**config.mk**
```make
export PLATFORM = sky130hd
export DESIGN_NAME = scpr_regs
export DESIGN_NICKNAME = d
export VERILOG_FILES = /design/src/logic/scpr_pkg.sv /design/src/logic/scpr_area_if.sv /design/src/logic/scpr_regs.sv /design/src/logic/scpr_area_dec.sv
export SDC_FILE = /design/constraint.sdc
export NUM_CORES = 1
export LEC_CHECK = 0
export BUFFER_PORTS_ARGS = -buffer_cell sky130_fd_sc_hd__buf_2
export CORE_MARGIN = 2
export CORE_UTILIZATION = 35
export CTS_BUF_LIST = sky130_fd_sc_hd__clkbuf_8
export CTS_CLUSTER_DIAMETER = 40
export DETAILED_ROUTE_END_ITERATION = 6
export GPL_ROUTABILITY_DRIVEN = 0
export REMOVE_ABC_BUFFERS = 1
export SYNTH_ARGS = -nofsm -noshare
export SYNTH_HDL_FRONTEND = slang
export SYNTH_SLANG_ARGS = --single-unit
```
**constraint.sdc**
```tcl
create_clock -name clk -period 9.5 [get_ports clk]
set_input_delay 1.9 -clock clk [delete_from_list [all_inputs] [get_ports clk]]
set_output_delay 1.9 -clock clk [all_outputs]
set_load 0.05 [all_outputs]
```
**src/logic/scpr_pkg.sv**
```systemverilog
// scpr_pkg: constants for the system control coprocessor register bank
// assumes: single core clock, synchronous coprocessor transfer port
package scpr_pkg;
  localparam int unsigned SCPR_W        = 32;
  localparam logic [3:0]  SCPR_CRN_GEOM = 4'h0;
  localparam logic [3:0]  SCPR_CRN_CTRL = 4'h1;
  localparam logic [3:0]  SCPR_CRN_CACH = 4'h2;
  localparam logic [3:0]  SCPR_CRN_BUFF = 4'h3;
  localparam logic [3:0]  SCPR_CRN_RSV4 = 4'h4;
  localparam logic [3:0]  SCPR_CRN_PERM = 4'h5;
  localparam logic [2:0]  SCPR_OP2_DATA = 3'h0;
  localparam logic [2:0]  SCPR_OP2_INST = 3'h1;
  localparam logic [2:0]  SCPR_OP2_GEOM = 3'h1;
  // geometry word fields
  localparam logic [3:0]  SCPR_CTYPE    = 4'h7;
  localparam logic        SCPR_SPLIT    = 1'h1;
  localparam logic [2:0]  SCPR_SIZE     = 3'h3;
  localparam logic [2:0]  SCPR_ASSOC    = 3'h6;
  localparam logic        SCPR_MULT     = 1'h0;
  localparam logic [1:0]  SCPR_LEN      = 2'h1;
  localparam logic [11:0] SCPR_GEOM_HALF = {3'h0, SCPR_SIZE, SCPR_ASSOC, SCPR_MULT, SCPR_LEN};
  localparam logic [31:0] SCPR_GEOM_WORD = {3'h0, SCPR_CTYPE, SCPR_SPLIT,
                                            SCPR_GEOM_HALF, SCPR_GEOM_HALF};
  // control bit positions, reset values, vector bases and encodings
  localparam int unsigned SCPR_B_ASYNC  = 31;
  localparam int unsigned SCPR_B_NFAST  = 30;
  localparam int unsigned SCPR_B_HIVEC  = 13;
  localparam int unsigned SCPR_B_ICEN   = 12;
  localparam int unsigned SCPR_B_BIGEND = 7;
  localparam int unsigned SCPR_B_DCEN   = 2;
  localparam int unsigned SCPR_B_PROT   = 0;
  localparam logic [31:0] SCPR_CTRL_ONES = 32'h0000_0078;
  localparam logic [31:0] SCPR_VEC_LOW  = 32'h0000_0000;
  localparam logic [31:0] SCPR_VEC_HIGH = 32'h0fff_0000;
  localparam int unsigned SCPR_AREAS    = 8;
  localparam logic [7:0]  SCPR_AREA_RST = 8'h00;
  localparam logic [15:0] SCPR_PERM_RST = 16'h0000;
  localparam logic [1:0]  SCPR_AP_NONE  = 2'h0;
  localparam logic [1:0]  SCPR_AP_PRIV  = 2'h1;
  localparam logic [1:0]  SCPR_AP_UREAD = 2'h2;
  localparam logic [1:0]  SCPR_AP_FULL  = 2'h3;
  typedef enum logic [1:0] {
    SCPR_CLK_FASTBUS, SCPR_CLK_SYNC, SCPR_CLK_RSVD, SCPR_CLK_ASYNC
  } scpr_clkmode_t;
  typedef enum logic [1:0] {
    SCPR_WB_UNCACHED_UNBUF, SCPR_WB_UNCACHED_BUF, SCPR_WB_WRITETHROUGH, SCPR_WB_WRITEBACK
  } scpr_wbmode_t;
endpackage

```
**src/logic/scpr_area_if.sv**
```systemverilog
// scpr_area_if: per-area attribute bundle between bank and decoder
// assumes: scpr_pkg compiled first
interface scpr_area_if;
  logic [7:0]  dcach;
  logic [7:0]  icach;
  logic [7:0]  dbuf;
  logic [15:0] dperm;
  logic [15:0] iperm;
  logic        prot_on;
  logic [15:0] dwb;
  logic [15:0] dap;
  logic [15:0] iap;
  modport bank (output dcach, icach, dbuf, dperm, iperm, prot_on, input dwb, dap, iap);
  modport dec  (input dcach, icach, dbuf, dperm, iperm, prot_on, output dwb, dap, iap);
endinterface

```
**src/logic/scpr_regs.sv**
```systemverilog
// scpr_regs: system control coprocessor register bank, geometry,
// control, cacheable, bufferable and permission registers
// assumes: one coprocessor transfer per strobe, core clock domain
module scpr_regs (
  // clock and reset
  input  wire logic                      clk,
  input  wire logic                      rst,
  input  wire logic                      ce,
  // coprocessor transfer
  input  wire logic                      xfer_valid,
  input  wire logic                      xfer_read,
  input  wire logic                      xfer_priv,
  input  wire logic [3:0]                xfer_crn,
  input  wire logic [2:0]                xfer_op2,
  input  wire logic [scpr_pkg::SCPR_W-1:0] xfer_wdata,
  input  wire logic                      vec_high_init,
  output logic      [scpr_pkg::SCPR_W-1:0] xfer_rdata,
  output logic                           xfer_rvalid,
  output logic                           undef_trap,
  // control outputs
  output logic      [31:0]               vector_base,
  output logic                           icache_on,
  output logic                           dcache_on,
  output logic                           protection_on,
  output logic                           big_endian,
  output logic                           async_clock_select,
  output logic                           fastbus_inhibit,
  output scpr_pkg::scpr_clkmode_t        clock_mode,
  // area attributes
  output logic      [7:0]                icache_area,
  output logic      [7:0]                dcache_area,
  output logic      [15:0]               area_write_bufferable,
  output logic      [15:0]               data_area_access,
  output logic      [15:0]               instr_area_access
);
  import scpr_pkg::*;

  ////////////////////////////////////////////////////////////////////
  // storage
  logic [31:0] global_control;
  logic [7:0]  data_area_cacheable;
  logic [7:0]  instr_area_cacheable;
  logic [7:0]  data_area_bufferable;
  logic [15:0] data_area_permissions;
  logic [15:0] instr_area_permissions;
  logic        acc_ok;
  logic        wr;
  logic        rd;
  logic [31:0] next_rdata;

  assign acc_ok = xfer_valid && xfer_priv;
  assign wr     = ce && acc_ok && !xfer_read;
  assign rd     = ce && acc_ok && xfer_read;

  scpr_area_if ai ();
  scpr_area_dec u_dec (
    .a (ai.dec)
  );
  assign ai.dcach   = data_area_cacheable;
  assign ai.icach   = instr_area_cacheable;
  assign ai.dbuf    = data_area_bufferable;
  assign ai.dperm   = data_area_permissions;
  assign ai.iperm   = instr_area_permissions;
  assign ai.prot_on = global_control[SCPR_B_PROT];

  ////////////////////////////////////////////////////////////////////
  // control register
  always_ff @(posedge clk or posedge rst) begin
    if (rst) begin
      global_control <= SCPR_CTRL_ONES;
    end else if (ce) begin
      if (wr && xfer_crn == SCPR_CRN_CTRL) begin
        global_control <= xfer_wdata;
      end
    end
  end

  // high vector strap caught one edge after reset release
  logic strap_done;
  logic hivec_strap;
  always_ff @(posedge clk or posedge rst) begin
    if (rst) begin
      strap_done  <= 1'b0;
      hivec_strap <= 1'b0;
    end else if (ce && !strap_done) begin
      strap_done  <= 1'b1;
      hivec_strap <= vec_high_init;
    end else if (ce && wr && xfer_crn == SCPR_CRN_CTRL) begin
      hivec_strap <= xfer_wdata[SCPR_B_HIVEC];
    end
  end

  ////////////////////////////////////////////////////////////////////
  // cacheable, bufferable and permission registers
  always_ff @(posedge clk or posedge rst) begin
    if (rst) begin
      data_area_cacheable  <= SCPR_AREA_RST;
      instr_area_cacheable <= SCPR_AREA_RST;
    end else if (wr && xfer_crn == SCPR_CRN_CACH) begin
      if (xfer_op2 == SCPR_OP2_DATA) begin
        data_area_cacheable <= xfer_wdata[7:0];
      end else if (xfer_op2 == SCPR_OP2_INST) begin
        instr_area_cacheable <= xfer_wdata[7:0];
      end
    end
  end

  always_ff @(posedge clk or posedge rst) begin
    if (rst) begin
      data_area_bufferable <= SCPR_AREA_RST;
    end else if (wr && xfer_crn == SCPR_CRN_BUFF && xfer_op2 == SCPR_OP2_DATA) begin
      data_area_bufferable <= xfer_wdata[7:0];
    end
  end

  always_ff @(posedge clk or posedge rst) begin
    if (rst) begin
      data_area_permissions  <= SCPR_PERM_RST;
      instr_area_permissions <= SCPR_PERM_RST;
    end else if (wr && xfer_crn == SCPR_CRN_PERM) begin
      if (xfer_op2 == SCPR_OP2_DATA) begin
        data_area_permissions <= xfer_wdata[15:0];
      end else if (xfer_op2 == SCPR_OP2_INST) begin
        instr_area_permissions <= xfer_wdata[15:0];
      end
    end
  end

  ////////////////////////////////////////////////////////////////////
  // read mux; geometry is a constant so writes cannot alter it
  always_comb begin
    next_rdata = 32'h0000_0000;
    case (xfer_crn)
      SCPR_CRN_GEOM: begin
        if (xfer_op2 == SCPR_OP2_GEOM) begin
          next_rdata = SCPR_GEOM_WORD;
        end
      end
      SCPR_CRN_CTRL: begin
        next_rdata = global_control;
        next_rdata[SCPR_B_HIVEC] = hivec_strap;
      end
      SCPR_CRN_CACH: begin
        if (xfer_op2 == SCPR_OP2_INST) begin
          next_rdata = {24'h00_0000, instr_area_cacheable};
        end else begin
          next_rdata = {24'h00_0000, data_area_cacheable};
        end
      end
      SCPR_CRN_BUFF: begin
        next_rdata = {24'h00_0000, data_area_bufferable};
      end
      SCPR_CRN_PERM: begin
        if (xfer_op2 == SCPR_OP2_INST) begin
          next_rdata = {16'h0000, instr_area_permissions};
        end else begin
          next_rdata = {16'h0000, data_area_permissions};
        end
      end
      default: begin
        next_rdata = 32'h0000_0000;
      end
    endcase
  end

  always_ff @(posedge clk or posedge rst) begin
    if (rst) begin
      xfer_rdata  <= 32'h0000_0000;
      xfer_rvalid <= 1'b0;
      undef_trap  <= 1'b0;
    end else if (ce) begin
      xfer_rvalid <= rd;
      undef_trap  <= xfer_valid && !xfer_priv;
      if (rd) begin
        xfer_rdata <= next_rdata;
      end
    end
  end

  ////////////////////////////////////////////////////////////////////
  // registered control and area outputs
  always_ff @(posedge clk or posedge rst) begin
    if (rst) begin
      vector_base        <= SCPR_VEC_LOW;
      icache_on          <= 1'b0;
      dcache_on          <= 1'b0;
      protection_on      <= 1'b0;
      big_endian         <= 1'b0;
      async_clock_select <= 1'b0;
      fastbus_inhibit    <= 1'b0;
      clock_mode         <= SCPR_CLK_FASTBUS;
    end else if (ce) begin
      vector_base        <= hivec_strap ? SCPR_VEC_HIGH : SCPR_VEC_LOW;
      icache_on          <= global_control[SCPR_B_ICEN];
      dcache_on          <= global_control[SCPR_B_DCEN];
      protection_on      <= global_control[SCPR_B_PROT];
      big_endian         <= global_control[SCPR_B_BIGEND];
      async_clock_select <= global_control[SCPR_B_ASYNC];
      fastbus_inhibit    <= global_control[SCPR_B_NFAST];
      clock_mode <= scpr_clkmode_t'({global_control[SCPR_B_ASYNC],
                                     global_control[SCPR_B_NFAST]});
    end
  end

  always_ff @(posedge clk or posedge rst) begin
    if (rst) begin
      icache_area           <= SCPR_AREA_RST;
      dcache_area           <= SCPR_AREA_RST;
      area_write_bufferable <= SCPR_PERM_RST;
      data_area_access      <= SCPR_PERM_RST;
      instr_area_access     <= SCPR_PERM_RST;
    end else if (ce) begin
      icache_area           <= instr_area_cacheable;
      dcache_area           <= data_area_cacheable;
      area_write_bufferable <= ai.dwb;
      data_area_access      <= ai.dap;
      instr_area_access     <= ai.iap;
    end
  end

  ////////////////////////////////////////////////////////////////////
  // assertions
  AST_GEOM_READ: assert property (@(posedge clk) disable iff (rst)
    rd && xfer_crn == SCPR_CRN_GEOM && xfer_op2 == SCPR_OP2_GEOM
    |=> xfer_rvalid && xfer_rdata == 32'h0f0f_10f1)
    else $error("geometry word wrong");
  AST_GEOM_FIXED: assert property (@(posedge clk) disable iff (rst)
    ce && $past(ce) && xfer_rvalid && $past(xfer_crn) == SCPR_CRN_GEOM
    && $past(xfer_op2) == SCPR_OP2_GEOM |-> xfer_rdata == 32'h0f0f_10f1)
    else $error("geometry changed");
  AST_TRAP: assert property (@(posedge clk) disable iff (rst)
    ce && xfer_valid && !xfer_priv |=> undef_trap && !xfer_rvalid)
    else $error("unprivileged access not trapped");
  AST_ICEN: assert property (@(posedge clk) disable iff (rst)
    ce && wr && xfer_crn == SCPR_CRN_CTRL ##1 ce |=> icache_on == $past(xfer_wdata[12], 2))
    else $error("icache enable wrong");
  AST_PROT: assert property (@(posedge clk) disable iff (rst)
    ce && wr && xfer_crn == SCPR_CRN_CTRL ##1 ce |=> protection_on == $past(xfer_wdata[0], 2))
    else $error("protection enable wrong");
  AST_NOACCESS: assert property (@(posedge clk) disable iff (rst)
    ce && !global_control[SCPR_B_PROT] |=> data_area_access == 16'h0000)
    else $error("access granted with protection off");
  AST_CACH_SEL: assert property (@(posedge clk) disable iff (rst)
    wr && xfer_crn == SCPR_CRN_CACH && xfer_op2 == SCPR_OP2_INST
    |=> $stable(data_area_cacheable) && instr_area_cacheable == $past(xfer_wdata[7:0]))
    else $error("cacheable copy selection wrong");
  AST_PERM_SEL: assert property (@(posedge clk) disable iff (rst)
    wr && xfer_crn == SCPR_CRN_PERM && xfer_op2 == SCPR_OP2_DATA
    |=> $stable(instr_area_permissions) && data_area_permissions == $past(xfer_wdata[15:0]))
    else $error("permission copy selection wrong");
  AST_CLKMODE: assert property (@(posedge clk) disable iff (rst)
    ce |=> clock_mode == scpr_clkmode_t'($past(global_control[31:30])))
    else $error("clock mode wrong");
  AST_CACH_DATA: assert property (@(posedge clk) disable iff (rst)
    wr && xfer_crn == SCPR_CRN_CACH && xfer_op2 == SCPR_OP2_DATA
    |=> $stable(instr_area_cacheable) && data_area_cacheable == $past(xfer_wdata[7:0]))
    else $error("data cacheable copy wrong");
  AST_DCEN: assert property (@(posedge clk) disable iff (rst)
    ce && wr && xfer_crn == SCPR_CRN_CTRL ##1 ce
    |=> dcache_on == $past(xfer_wdata[SCPR_B_DCEN], 2))
    else $error("dcache enable wrong");
  AST_BIGEND: assert property (@(posedge clk) disable iff (rst)
    ce && wr && xfer_crn == SCPR_CRN_CTRL ##1 ce
    |=> big_endian == $past(xfer_wdata[SCPR_B_BIGEND], 2))
    else $error("endianness wrong");
  AST_ASYNC: assert property (@(posedge clk) disable iff (rst)
    ce && wr && xfer_crn == SCPR_CRN_CTRL ##1 ce
    |=> async_clock_select == $past(xfer_wdata[SCPR_B_ASYNC], 2))
    else $error("async clock select wrong");
  AST_NFAST: assert property (@(posedge clk) disable iff (rst)
    ce && wr && xfer_crn == SCPR_CRN_CTRL ##1 ce
    |=> fastbus_inhibit == $past(xfer_wdata[SCPR_B_NFAST], 2))
    else $error("fastbus inhibit wrong");
  AST_HIVEC: assert property (@(posedge clk) disable iff (rst)
    ce && wr && strap_done && xfer_crn == SCPR_CRN_CTRL ##1 ce
    |=> vector_base == ($past(xfer_wdata[SCPR_B_HIVEC], 2) ? SCPR_VEC_HIGH : SCPR_VEC_LOW))
    else $error("vector base wrong");
  AST_STRAP: assert property (@(posedge clk) disable iff (rst)
    ce && !strap_done |=> hivec_strap == $past(vec_high_init))
    else $error("high vector strap not captured");
  AST_DCACH_OUT: assert property (@(posedge clk) disable iff (rst)
    ce |=> dcache_area == $past(data_area_cacheable))
    else $error("data cacheable output wrong");
  AST_ICACH_OUT: assert property (@(posedge clk) disable iff (rst)
    ce |=> icache_area == $past(instr_area_cacheable))
    else $error("instruction cacheable output wrong");
  AST_BUFF_WR: assert property (@(posedge clk) disable iff (rst)
    wr && xfer_crn == SCPR_CRN_BUFF && xfer_op2 == SCPR_OP2_DATA
    |=> data_area_bufferable == $past(xfer_wdata[7:0]))
    else $error("bufferable write wrong");
  AST_UNUSED_READ: assert property (@(posedge clk) disable iff (rst)
    rd && xfer_crn == SCPR_CRN_GEOM && xfer_op2 != SCPR_OP2_GEOM
    |=> xfer_rvalid && xfer_rdata == 32'h0000_0000)
    else $error("register 0 other selector not zero");
  AST_FREEZE: assert property (@(posedge clk) disable iff (rst)
    !ce |=> $stable(global_control) && $stable(data_area_cacheable)
    && $stable(protection_on))
    else $error("state moved with clock enable low");
  // per-area output checks
  for (genvar n = 0; n < SCPR_AREAS; n++) begin : g_area_chk
    AST_WB_POLICY: assert property (@(posedge clk) disable iff (rst)
      ce |=> area_write_bufferable[2*n +: 2]
             == $past({data_area_cacheable[n], data_area_bufferable[n]}))
      else $error("write buffer policy wrong");
    AST_DACCESS: assert property (@(posedge clk) disable iff (rst)
      ce && global_control[SCPR_B_PROT]
      |=> data_area_access[2*n +: 2] == $past(data_area_permissions[2*n +: 2]))
      else $error("data area permission wrong");
    AST_IACCESS: assert property (@(posedge clk) disable iff (rst)
      ce && global_control[SCPR_B_PROT]
      |=> instr_area_access[2*n +: 2] == $past(instr_area_permissions[2*n +: 2]))
      else $error("instruction area permission wrong");
  end

  ////////////////////////////////////////////////////////////////////
  // cover properties
  COV_GEOM: cover property (@(posedge clk) rd && xfer_crn == SCPR_CRN_GEOM);
  COV_PROT_ON: cover property (@(posedge clk) protection_on && data_area_access != 16'h0000);
  COV_TRAP: cover property (@(posedge clk) undef_trap);
  COV_HIVEC: cover property (@(posedge clk) vector_base == SCPR_VEC_HIGH);
  COV_CLK_ASYNC: cover property (@(posedge clk) clock_mode == SCPR_CLK_ASYNC);
endmodule

```
**src/logic/scpr_area_dec.sv**
```systemverilog
// scpr_area_dec: per-area write buffer policy and effective permission
// assumes: driven by scpr_regs through scpr_area_if
module scpr_area_dec (
  scpr_area_if.dec a
);
  import scpr_pkg::*;
  for (genvar n = 0; n < SCPR_AREAS; n++) begin : g_area
    // buffer policy from bufferable and cacheable bits
    assign a.dwb[2*n+1:2*n] = {a.dcach[n], a.dbuf[n]};
    // protection off means every area acts as no access
    assign a.dap[2*n+1:2*n] = a.prot_on ? a.dperm[2*n+1:2*n] : SCPR_AP_NONE;
    assign a.iap[2*n+1:2*n] = a.prot_on ? a.iperm[2*n+1:2*n] : SCPR_AP_NONE;
  end
endmodule

```
Word level (Yosys, flattened, before mapping)
Index checks and enable logic that the tools add are counted.

Word-level logic and storage cells: 78. Output and inout port bits: 138. Register bits: 228.

Bitwise operators: 1. Reduce and logical (&&, ||, !) cells: 25. Equality and inequality tests: 5. Muxes and demuxes: 23.

Operators by type and width (count): $pmux 32 s5 (1); $mux 28 (2); $mux 2 (16); $mux 16 (1); $logic_and 1x1->1 (13); $eq 4x2->1 const B (2); $mux 8 (1); $reduce_and 2->1 (4); $reduce_and 3->1 (2); $eq 4x1->1 const B (1); $eq 4x3->1 const B (1); $logic_not 4->1 (1); $eq 3x1->1 const B (1); $logic_not 1->1 (3); $logic_not 3->1 (1); $mux 1 (2); $reduce_bool 2->1 (1); $not 1->1 (1).

Logic depth before layout (Yosys ltp)
Gate-level depths: netlist of the first run.

Word-level depth: 7. Gate-level depth with buffers: 6. Gate-level depth less buffers: 4.

Modules after synthesis
From an unflattened synthesis of the first run, not the netlist that was laid out.

Cell total of the unflattened synthesis: 652. Area total of the unflattened synthesis: 8526.9 µm².

By module, submodules not included: scpr_regs (cells each 601, sequential area each 4859.7 µm², times used 1, area an instance 8151.6 µm²); scpr_area_dec (cells each 51, sequential area each 0.0 µm², times used 1, area an instance 375.4 µm²).

Least setup slack after synthesis of the first run
No wires, ideal clock.

Kind: in2reg. Start: input xfer_op2[2]. End: register instr_area_cacheable[0] (netlist: ai.icach[0]). Stages: 4. Required time: 9.375 ns. Arrival: 3.155 ns. Buffers on the path: 1. Slack: 6.221 ns. Path through: or3b_4 buf_6 nor3b_4 mux2_2.

Word-level cells in the longest chain between the ends: 3. Elaborated cells on any way between the ends: 4. Classes of those cells: eq/ne: 1; bitwise: 1; reduce/logical: 2.

RTL lines: start: declaration (RTL line scpr_regs.sv:14) `input wire logic [2:0] xfer_op2,`; $logic_not 3->1 (RTL line scpr_regs.sv:100) `if (xfer_op2 == SCPR_OP2_DATA) begin`; $not 1->1 (no source line); $reduce_and 3->1 (no source line) (*); end signal: assignment (RTL line scpr_regs.sv:103) `instr_area_cacheable <= xfer_wdata[7:0];`; end: declaration (RTL line scpr_regs.sv:42) `logic [7:0] instr_area_cacheable;`.

Every way passes the cells marked *; elsewhere a longest branch is shown, timed or not. A chain may end at the register's enable or synchronous reset.

Worst setup path after layout of the first run
Start: input xfer_crn[1]. End: register global_control[27].

Word-level cells in the longest chain between the ends: 3.

RTL lines: start: declaration (RTL line scpr_regs.sv:13) `input wire logic [3:0] xfer_crn,`; $eq 4x1->1 (RTL line scpr_regs.sv:72) `if (wr && xfer_crn == SCPR_CRN_CTRL) begin`; $logic_and 1x1->1 (RTL line scpr_regs.sv:72); $reduce_and 2->1 (no source line); end signal: assignment (RTL line scpr_regs.sv:73) `global_control <= xfer_wdata;`; end: declaration (RTL line scpr_regs.sv:40) `logic [31:0] global_control;`.

Every way passes these cells.

==> results of run 1 <==
==> kinds of logic (layout without fill, tap and decap cells) <==
logic type	count (synthesis)	in the layout	synth area share, %
flops	186	186	58.0
mux	146	146	20.2
other cells	1	24	0.0467
simple gates	126	126	8.06
buf+inv	109	235	7.35
compound gates	87	87	6.33
==> area by class of cell <==
type	instances	share of cell area, %
tap	285	3.84
timing repair buffer	168	9.22
clock inverter	12	1.33
inverter	35	1.50
sequential	186	50.2
clock buffer	20	2.96
antenna	4	0.108
multi-input combinational	379	30.8
==> synth_stat cells, drive strengths merged (2+ instances only) <==
library cell	n
o21ai	53
clkbuf	19
nand4	2
and2	2
mux2i	18
a211o	5
a21oi	14
buf	55
a2bb2oi	3
dfstp	4
nor3b	3
mux2	128
o221ai	4
dfrtp	182
nor4b	2
nand3	29
nor4	2
a221oi	7
nor2b	2
nor2	17
inv	35
nand2	62
==> power groups by stage <==
stage / registers [uW] / clock network, uW / logic, uW
6_report: 841 / 536 / 205
5_1_grt: 846 / 586 / 219
4_1_cts: 842 / 553 / 207
3_5_place_dp: 857 / 0 / 207
3_3_place_gp: 856 / 0 / 206
2_1_floorplan: 929 / 0 / 67.4
==> layer usage <==
layer  vias to the layer above  share of wire (%)  global-route usage, %  wire length, um
li1                       2460                  -                      -                -
met1                      2634                 44                   22.0             8510
met2                       191                 47                   25.8             9190
met3                        16                7.8                   5.32             1520
met4                         2                1.1                   4.02              209
met5                         -              0.057                      0               11
==> worst max-delay path: cells and delay by family <==
kind,cells,cell delay (ns)
simple gates,2,1.25
buf+inv,2,0.56
mux,1,0.42
==> stage by stage <==
| stage | area [um2] | hold slack [ns] | util, % | power [uW] |
|---|---|---|---|---|
| after global routing | 9280 | 0.507 | 41.1 | 1650 |
| after floorplan | 7640 | 0.438 | - | 996 |
| after detailed placement | 8870 | 0.454 | 39.3 | 1060 |
| final | 9280 | 0.469 | 41.1 | 1580 |
| after CTS | 9270 | 0.476 | 41.1 | 1600 |
| after global placement | 8870 | 0.453 | 39.3 | 1060 |
==> how the worst min path moves through the flow <==
stage                                from                    endpoint  cells after the start
3_3_place_gp       strap_done$_DFFE_PP0P_      strap_done$_DFFE_PP0P_                      1
3_5_place_dp   xfer_rdata[29]$_DFFE_PP0P_  xfer_rdata[29]$_DFFE_PP0P_                      2
6_report       xfer_rdata[29]$_DFFE_PP0P_  xfer_rdata[29]$_DFFE_PP0P_                      2
5_1_grt        xfer_rdata[29]$_DFFE_PP0P_  xfer_rdata[29]$_DFFE_PP0P_                      2
4_1_cts        xfer_rdata[29]$_DFFE_PP0P_  xfer_rdata[29]$_DFFE_PP0P_                      2
2_1_floorplan      strap_done$_DFFE_PP0P_      strap_done$_DFFE_PP0P_                      1
==> state kept, by name, summed over array words and instances, names as in the netlist, 8 cells and up <==
name,cells
xfer_rdata,32
ai.iperm,16
data_area_access,16
area_write_bufferable,8
instr_area_access,16
global_control,31
dcache_area,8
ai.dcach,8
ai.dperm,16
ai.icach,8
ai.dbuf,8
icache_area,8
==> summary.md, run 1 <==
| Metric | Value |
|---|---|
| Critical Path Source | xfer_crn[1] |
| CP arrival | between 4 and 5 ns |
| Synth unique cells | 37 |
| Row Count | between 50 and 60 |
| Cts bufs inserted | 17 |
| Post-Route Skew | approximately 0.014 ns |
| Worst min path class | register to register |
| Die area | around 0.024 mm2 |
| Setup TNS | 0 ns |
| Most common cell after layout, fill and taps aside | dfrtp_1 |
| Initial antenna violation count | 5 |
| Leak | approximately 0.0048 uW |
| Leading area contributor after synthesis | dfrtp_1 |
| Initial Util | 35.6% |
| Setup WS pre-CTS | roughly 5.1 ns |
| Pint | approximately 1100 uW |
| Area of the core | ~0.023 mm2 |
| Die width | 155 um |
| Share of power burned in registers | around 53% |
| Crit Path Max Fanout | 32 |
| Setup ws final | between 5 and 6 ns |
| Largest net degree at the start of global routing | ~110 |
| Final std cells w/o fill | approximately 1100 |
| Drt pass-1 iters | 4 |
| Clock Latency Late Sink | roughly 0.45 ns |
| Initial drt markers | 258 |
| Clock-pin slew on the worst setup and hold paths | 0.09 ns |
| Drt wl/cell | about 18 um |
| CTS root buf | clkbuf_8 |
| Min Clock Period, post-route | roughly 3.8 ns |
| R2r setup slk | ~7.7 ns |
| Yosys top cell area share | about 57% |
| Clock group share of total power | roughly 34% |
| Sink Count | between 150 and 200 |
| Worst slew margin | a little over a quarter |
| Worst setup EP type | register |
| CTS Buffer Depth | 2 |
| Crit share post-route | ~40% |
| Worst Setup EP | global_control[27]$_DFFE_PP0P_ |
| Detail Route Antenna Nets | 0 |
| Reg2Reg Launch Point | global_control[0]$_DFFE_PP0P_ |
| Slowest CP cell | nor2b_4 |
| Top post-synthesis cells by area | dfrtp_1, mux2_2, buf_4 |
| Worst Reg2Reg Path Length in Cells | 3 |
| Grt ovf | 0 |
| Layout Nets | ~830 |
| Most frequent cells in the layout | dfrtp_1, buf_2, mux2_2 |
| CP Cell Sequence | buf_2 -> nor4b_4 -> buf_4 -> nor2b_4 -> mux2_2 |
| First-pass GRT wire length | about 30000 um |
| Sw Share | slightly below 30% |
| H-tree depth | 4 |
| Crit Reg-Reg Endpoint | instr_area_access[11]$_DFFE_PP0P_ |
| Number of fill cells in the layout | between 2000 and 2500 |
| CTS resizes | 0 |
| Final HPWL DP | ~13000 um |
| P_sw | between 400 and 500 uW |
| Sequential share of the synthesized area | 58.0% |
| Area of the multi-input gates | around 0.0029 mm2 |
| Syn Area/Cell | 12.3 um2 |
| Placed Instances | ~1100 |
| Port Buffer Count | between 150 and 200 |
| P&R area growth vs syn | 15.6% |
| Final hold violations | 0 |
| Max-slew violations | 0 |
| FF+latch count, synth | 186 |
| Hold Buf Count CTS | 0 |
| Die Span Y | ~160 um |
| Slowest Stage Delay on Critical Path | between 0.9 and 1 ns |
| Total track usage | 16.4% |
| TritonCTS clock tree | built |
| Pwr dens | about 170 mW/mm2 |
| Setup Fix Bufs, Post-CTS | 0 |
| I/O pin cnt | 184 |
| Max Fclk | 261 MHz |
| Outcome | completed |
| Post-Syn Area | ~0.0080 mm2 |
| Logic pwr share | between 10% and 20% |
| Async S/R FF share, synth | 100% |
| Share of cells above drive strength 1 | 42.9% |
| Final WL | about 19000 um |
| Primary FF master, synth | dfrtp_1 |
| Required time of the critical path | about 10 ns |
| RSZ-0062 raised after global routing | false |
| Max-cap violation count | 0 |
| WS Path Type | input pin to register |
| Drt drc | 0 |
| Number of synthesized flops with an enable pin | 0 |
| FF+latch area | roughly 0.0047 mm2 |
| Syn. warnings | 0 |
| Worst IR Drop VDD | roughly 0.078 mV |
| Critical Path Start Type | input pin |
| Final setup vio count | 0 |
| Vias | 5303 |
| Vias in the first global route | between 5000 and 6000 |
| Worst Tran Pin Value | ~1.1 ns |
| Synth Instances | between 600 and 700 |
| Drt via density | between 4 and 5 |
No activity file was read; power rests on OpenSTA's default activity.
==> inputs of run 2 (changes only) <==
==> constraint.sdc (replaced) <==
create_clock -name clk -period 3.3 [get_ports clk]
set_input_delay 0.66 -clock clk [delete_from_list [all_inputs] [get_ports clk]]
set_output_delay 0.66 -clock clk [all_outputs]
set_load 0.05 [all_outputs]
==> summary.md, run 2 (synthesized netlist as in run 1, its figures left out) <==
| Metric | Value |
|---|---|
| Outcome | completed (unchanged) |
| H-tree depth | 4 (unchanged) |
| Max Fclk | roughly 450 MHz |
| CTS resizes | 0 (unchanged) |
| Sink Count | 186 (unchanged) |
| Leak | 0.00488 uW (was 0.00482 uW) |
| Crit Reg-Reg Endpoint | xfer_rdata[0]$_DFFE_PP0P_ (was instr_area_access[11]$_DFFE_PP0P_) |
| Final WL | 19700 um (was 19400 um) |
| Delay-heaviest family, CP | simple AND/OR/NAND/NOR gates (unchanged) |
| Share of cells above drive strength 1 | 43.4% (was 42.9%) |
| Drt drc | 0 (unchanged) |
| Row Count | 55 (unchanged) |
| Crit share post-route | 67.5% |
| Worst Reg2Reg Path Length in Cells | 4 (was 3) |
| Final hold violations | 0 (unchanged) |
| Post-Route Skew | 0.0101 ns (was 0.0140 ns) |
| Drt wl/cell | 18.0 um (was 17.9 um) |
| P&R area growth vs syn | 17.1% (was 15.6%) |
| Worst slew margin | 50.9% (was 26.6%) |
| Final setup vio count | 0 (unchanged) |
| Vias | 5352 (was 5303) |
| Slowest CP cell | and4bb_2 (was nor2b_4) |
| Hold Buf Count CTS | 0 (unchanged) |
| Most common cell after layout, fill and taps aside | dfrtp_1 (unchanged) |
| Vias in the first global route | 5197 (was 5191) |
| First-pass GRT wire length | 30500 um (was 30000 um) |
| Grt ovf | 0 (unchanged) |
| Top reg by flops | xfer_rdata (unchanged) |
| Crit Path Max Fanout | 15 (was 32) |
| Drt via density | 4.88 (was 4.87) |
| Layout Nets | 842 (was 833) |
| Levels on crit path | 5 (unchanged) |
| Post-layout total power | 4580 uW (was 1580 uW) |
| Setup Fix Bufs, Post-CTS | 0 (unchanged) |
| Initial Util | 35.6% (unchanged) |
| Worst min path class | input pin to async pin (was register to register) |
| Max-slew violations | 0 (unchanged) |
| Cts bufs inserted | 17 (unchanged) |
| CTS Buffer Depth | 2 (unchanged) |
| WS Path Type | input pin to register (unchanged) |
| Clock-pin slew on the worst setup and hold paths | 0.09 ns (about the same) |
| Die area | 0.0242 mm2 (unchanged) |
| Final HPWL DP | 13200 um (was 13100 um) |
| Initial antenna violation count | 4 (was 5) |
| Total track usage | 16.6% (was 16.4%) |
| Area of the core | 0.0226 mm2 (unchanged) |
| Biggest regs | xfer_rdata (32), global_control (31) (unchanged) |
| CTS root buf | clkbuf_8 (unchanged) |
| Max FFs per register | 32 (unchanged) |
| Buffers & Inverters on Critical Path | 2 (unchanged) |
| Slowest Stage Delay on Critical Path | 0.63 ns (was 0.95 ns) |
| Critical Path Source | xfer_crn[1] (unchanged) |
| Worst IR Drop VDD | 0.259 mV (was 0.0778 mV) |
| Initial drt markers | 259 (was 258) |
| TritonCTS clock tree | built (unchanged) |
| Port Buffer Count | 163 (unchanged) |
| Critical Path Start Type | input pin (unchanged) |
| I/O pin cnt | 184 (unchanged) |
| Worst setup EP type | register (unchanged) |
| Reg2Reg Launch Point | global_control[0]$_DFFE_PP0P_ (unchanged) |
| Most frequent cells in the layout | dfrtp_1, buf_2, mux2_2 (unchanged) |
| R2r setup slk | 2.02 ns (was 7.66 ns) |
| Drt pass-1 iters | 5 (was 4) |
| RSZ-0062 raised after global routing | false (unchanged) |
| Clock Latency Late Sink | 0.46 ns (was 0.45 ns) |
| CP Cell Sequence | buf_2 -> and4bb_2 -> nor3b_4 -> buf_12 -> mux2_2 (was buf_2 -> nor4b_4 -> buf_4 -> nor2b_4 -> mux2_2) |
| Detail Route Antenna Nets | 0 (unchanged) |
| Pwr dens | 487 mW/mm2 (was 170 mW/mm2) |
| Placed Instances | 1062 (was 1053) |
| CP arrival | 2.57 ns (was 4.17 ns) |
| Die Span Y | 155 um (unchanged) |
| Largest net degree at the start of global routing | 89 (was 114) |
| Die width | 155 um (unchanged) |
| Max-cap violation count | 0 (unchanged) |
| Layout Utilization | 41.6% (was 41.1%) |
| Min Clock Period, post-route | roughly 2.2 ns |
| Worst Tran Pin Value | 0.736 ns (was 1.10 ns) |
| Final std cells w/o fill | 1097 (was 1089) |
| Required time of the critical path | 3.64 ns (was 9.84 ns) |
## run 2: cell count changes in the layout (fill, tap and decap cells not counted)
cell and change:
buf_12 +4, buf_4 +5, clkinv_2 -2, clkinvlp_4 +1
diode_2 -1, inv_1 +1
## run 2: final cells by class
class / count / area, um2
clock inverters: 12 / 125
multi-input cells: 379 / 2860
clock buffers: 20 / 275
inverters: 35 / 139
repair buffers: 177 / 973
diodes: 3 / 7.51
fillers: 2172 / 13200
well taps: 285 / 357
flip-flops and latches: 186 / 4660
## run 2: worst max path at each step
stage                                    end  slack (ns)
CTS                 ai.iperm[15]$_DFFE_PP0P_        1.11
floorplan             ai.dbuf[0]$_DFFE_PP0P_       -2.41
global route         ai.icach[3]$_DFFE_PP0P_        1.05
global placement    ai.iperm[13]$_DFFE_PP0P_        0.66
detailed placement  ai.iperm[15]$_DFFE_PP0P_        0.59
finish              ai.iperm[15]$_DFFE_PP0P_        1.07
## run 2: routing by layer
| metal | up-vias | track usage, % | share of wire, % |
|---|---|---|---|
| met5 | - | 0 | 0.066 |
| met4 | 2 | 3.54 | 1.1 |
| met3 | 16 | 4.35 | 5.9 |
| met2 | 164 | 26.0 | 46 |
| met1 | 2684 | 23.3 | 46 |
| li1 | 2486 | - | - |
## run 2: power by group
group | switching (uW) | internal (uW) | total, uW
registers | 49.2 | 2360 | 2410
clock network | 829 | 730 | 1560
logic | 461 | 149 | 610
## run 2: worst register-to-register path: cells and delay by family, from the launching register on
| family | cells | cell delay (ns) |
|---|---|---|
| AO/OA/AOI/OAI | 2 | 0.39 |
| flip-flops | 1 | 0.41 |
| buffers and inverters | 1 | 0.24 |
| multiplexers | 1 | 0.15 |
## run 2: metrics by stage
| stage | worst slack (ns) | instance area, um2 | hold WS, ns | TNS, ns |
|---|---|---|---|---|
| 2_1_floorplan | -2.41 | 7640 | 0.438 | -465.85 |
| 3_3_place_gp | 0.661 | 8990 | 0.444 | 0 |
| 3_5_place_dp | 0.593 | 8990 | 0.450 | 0 |
| 4_1_cts | 1.11 | 9390 | 0.296 | 0 |
| 5_1_grt | 1.05 | 9400 | 0.320 | 0 |
| 6_report | 1.07 | 9400 | 0.294 | 0 |
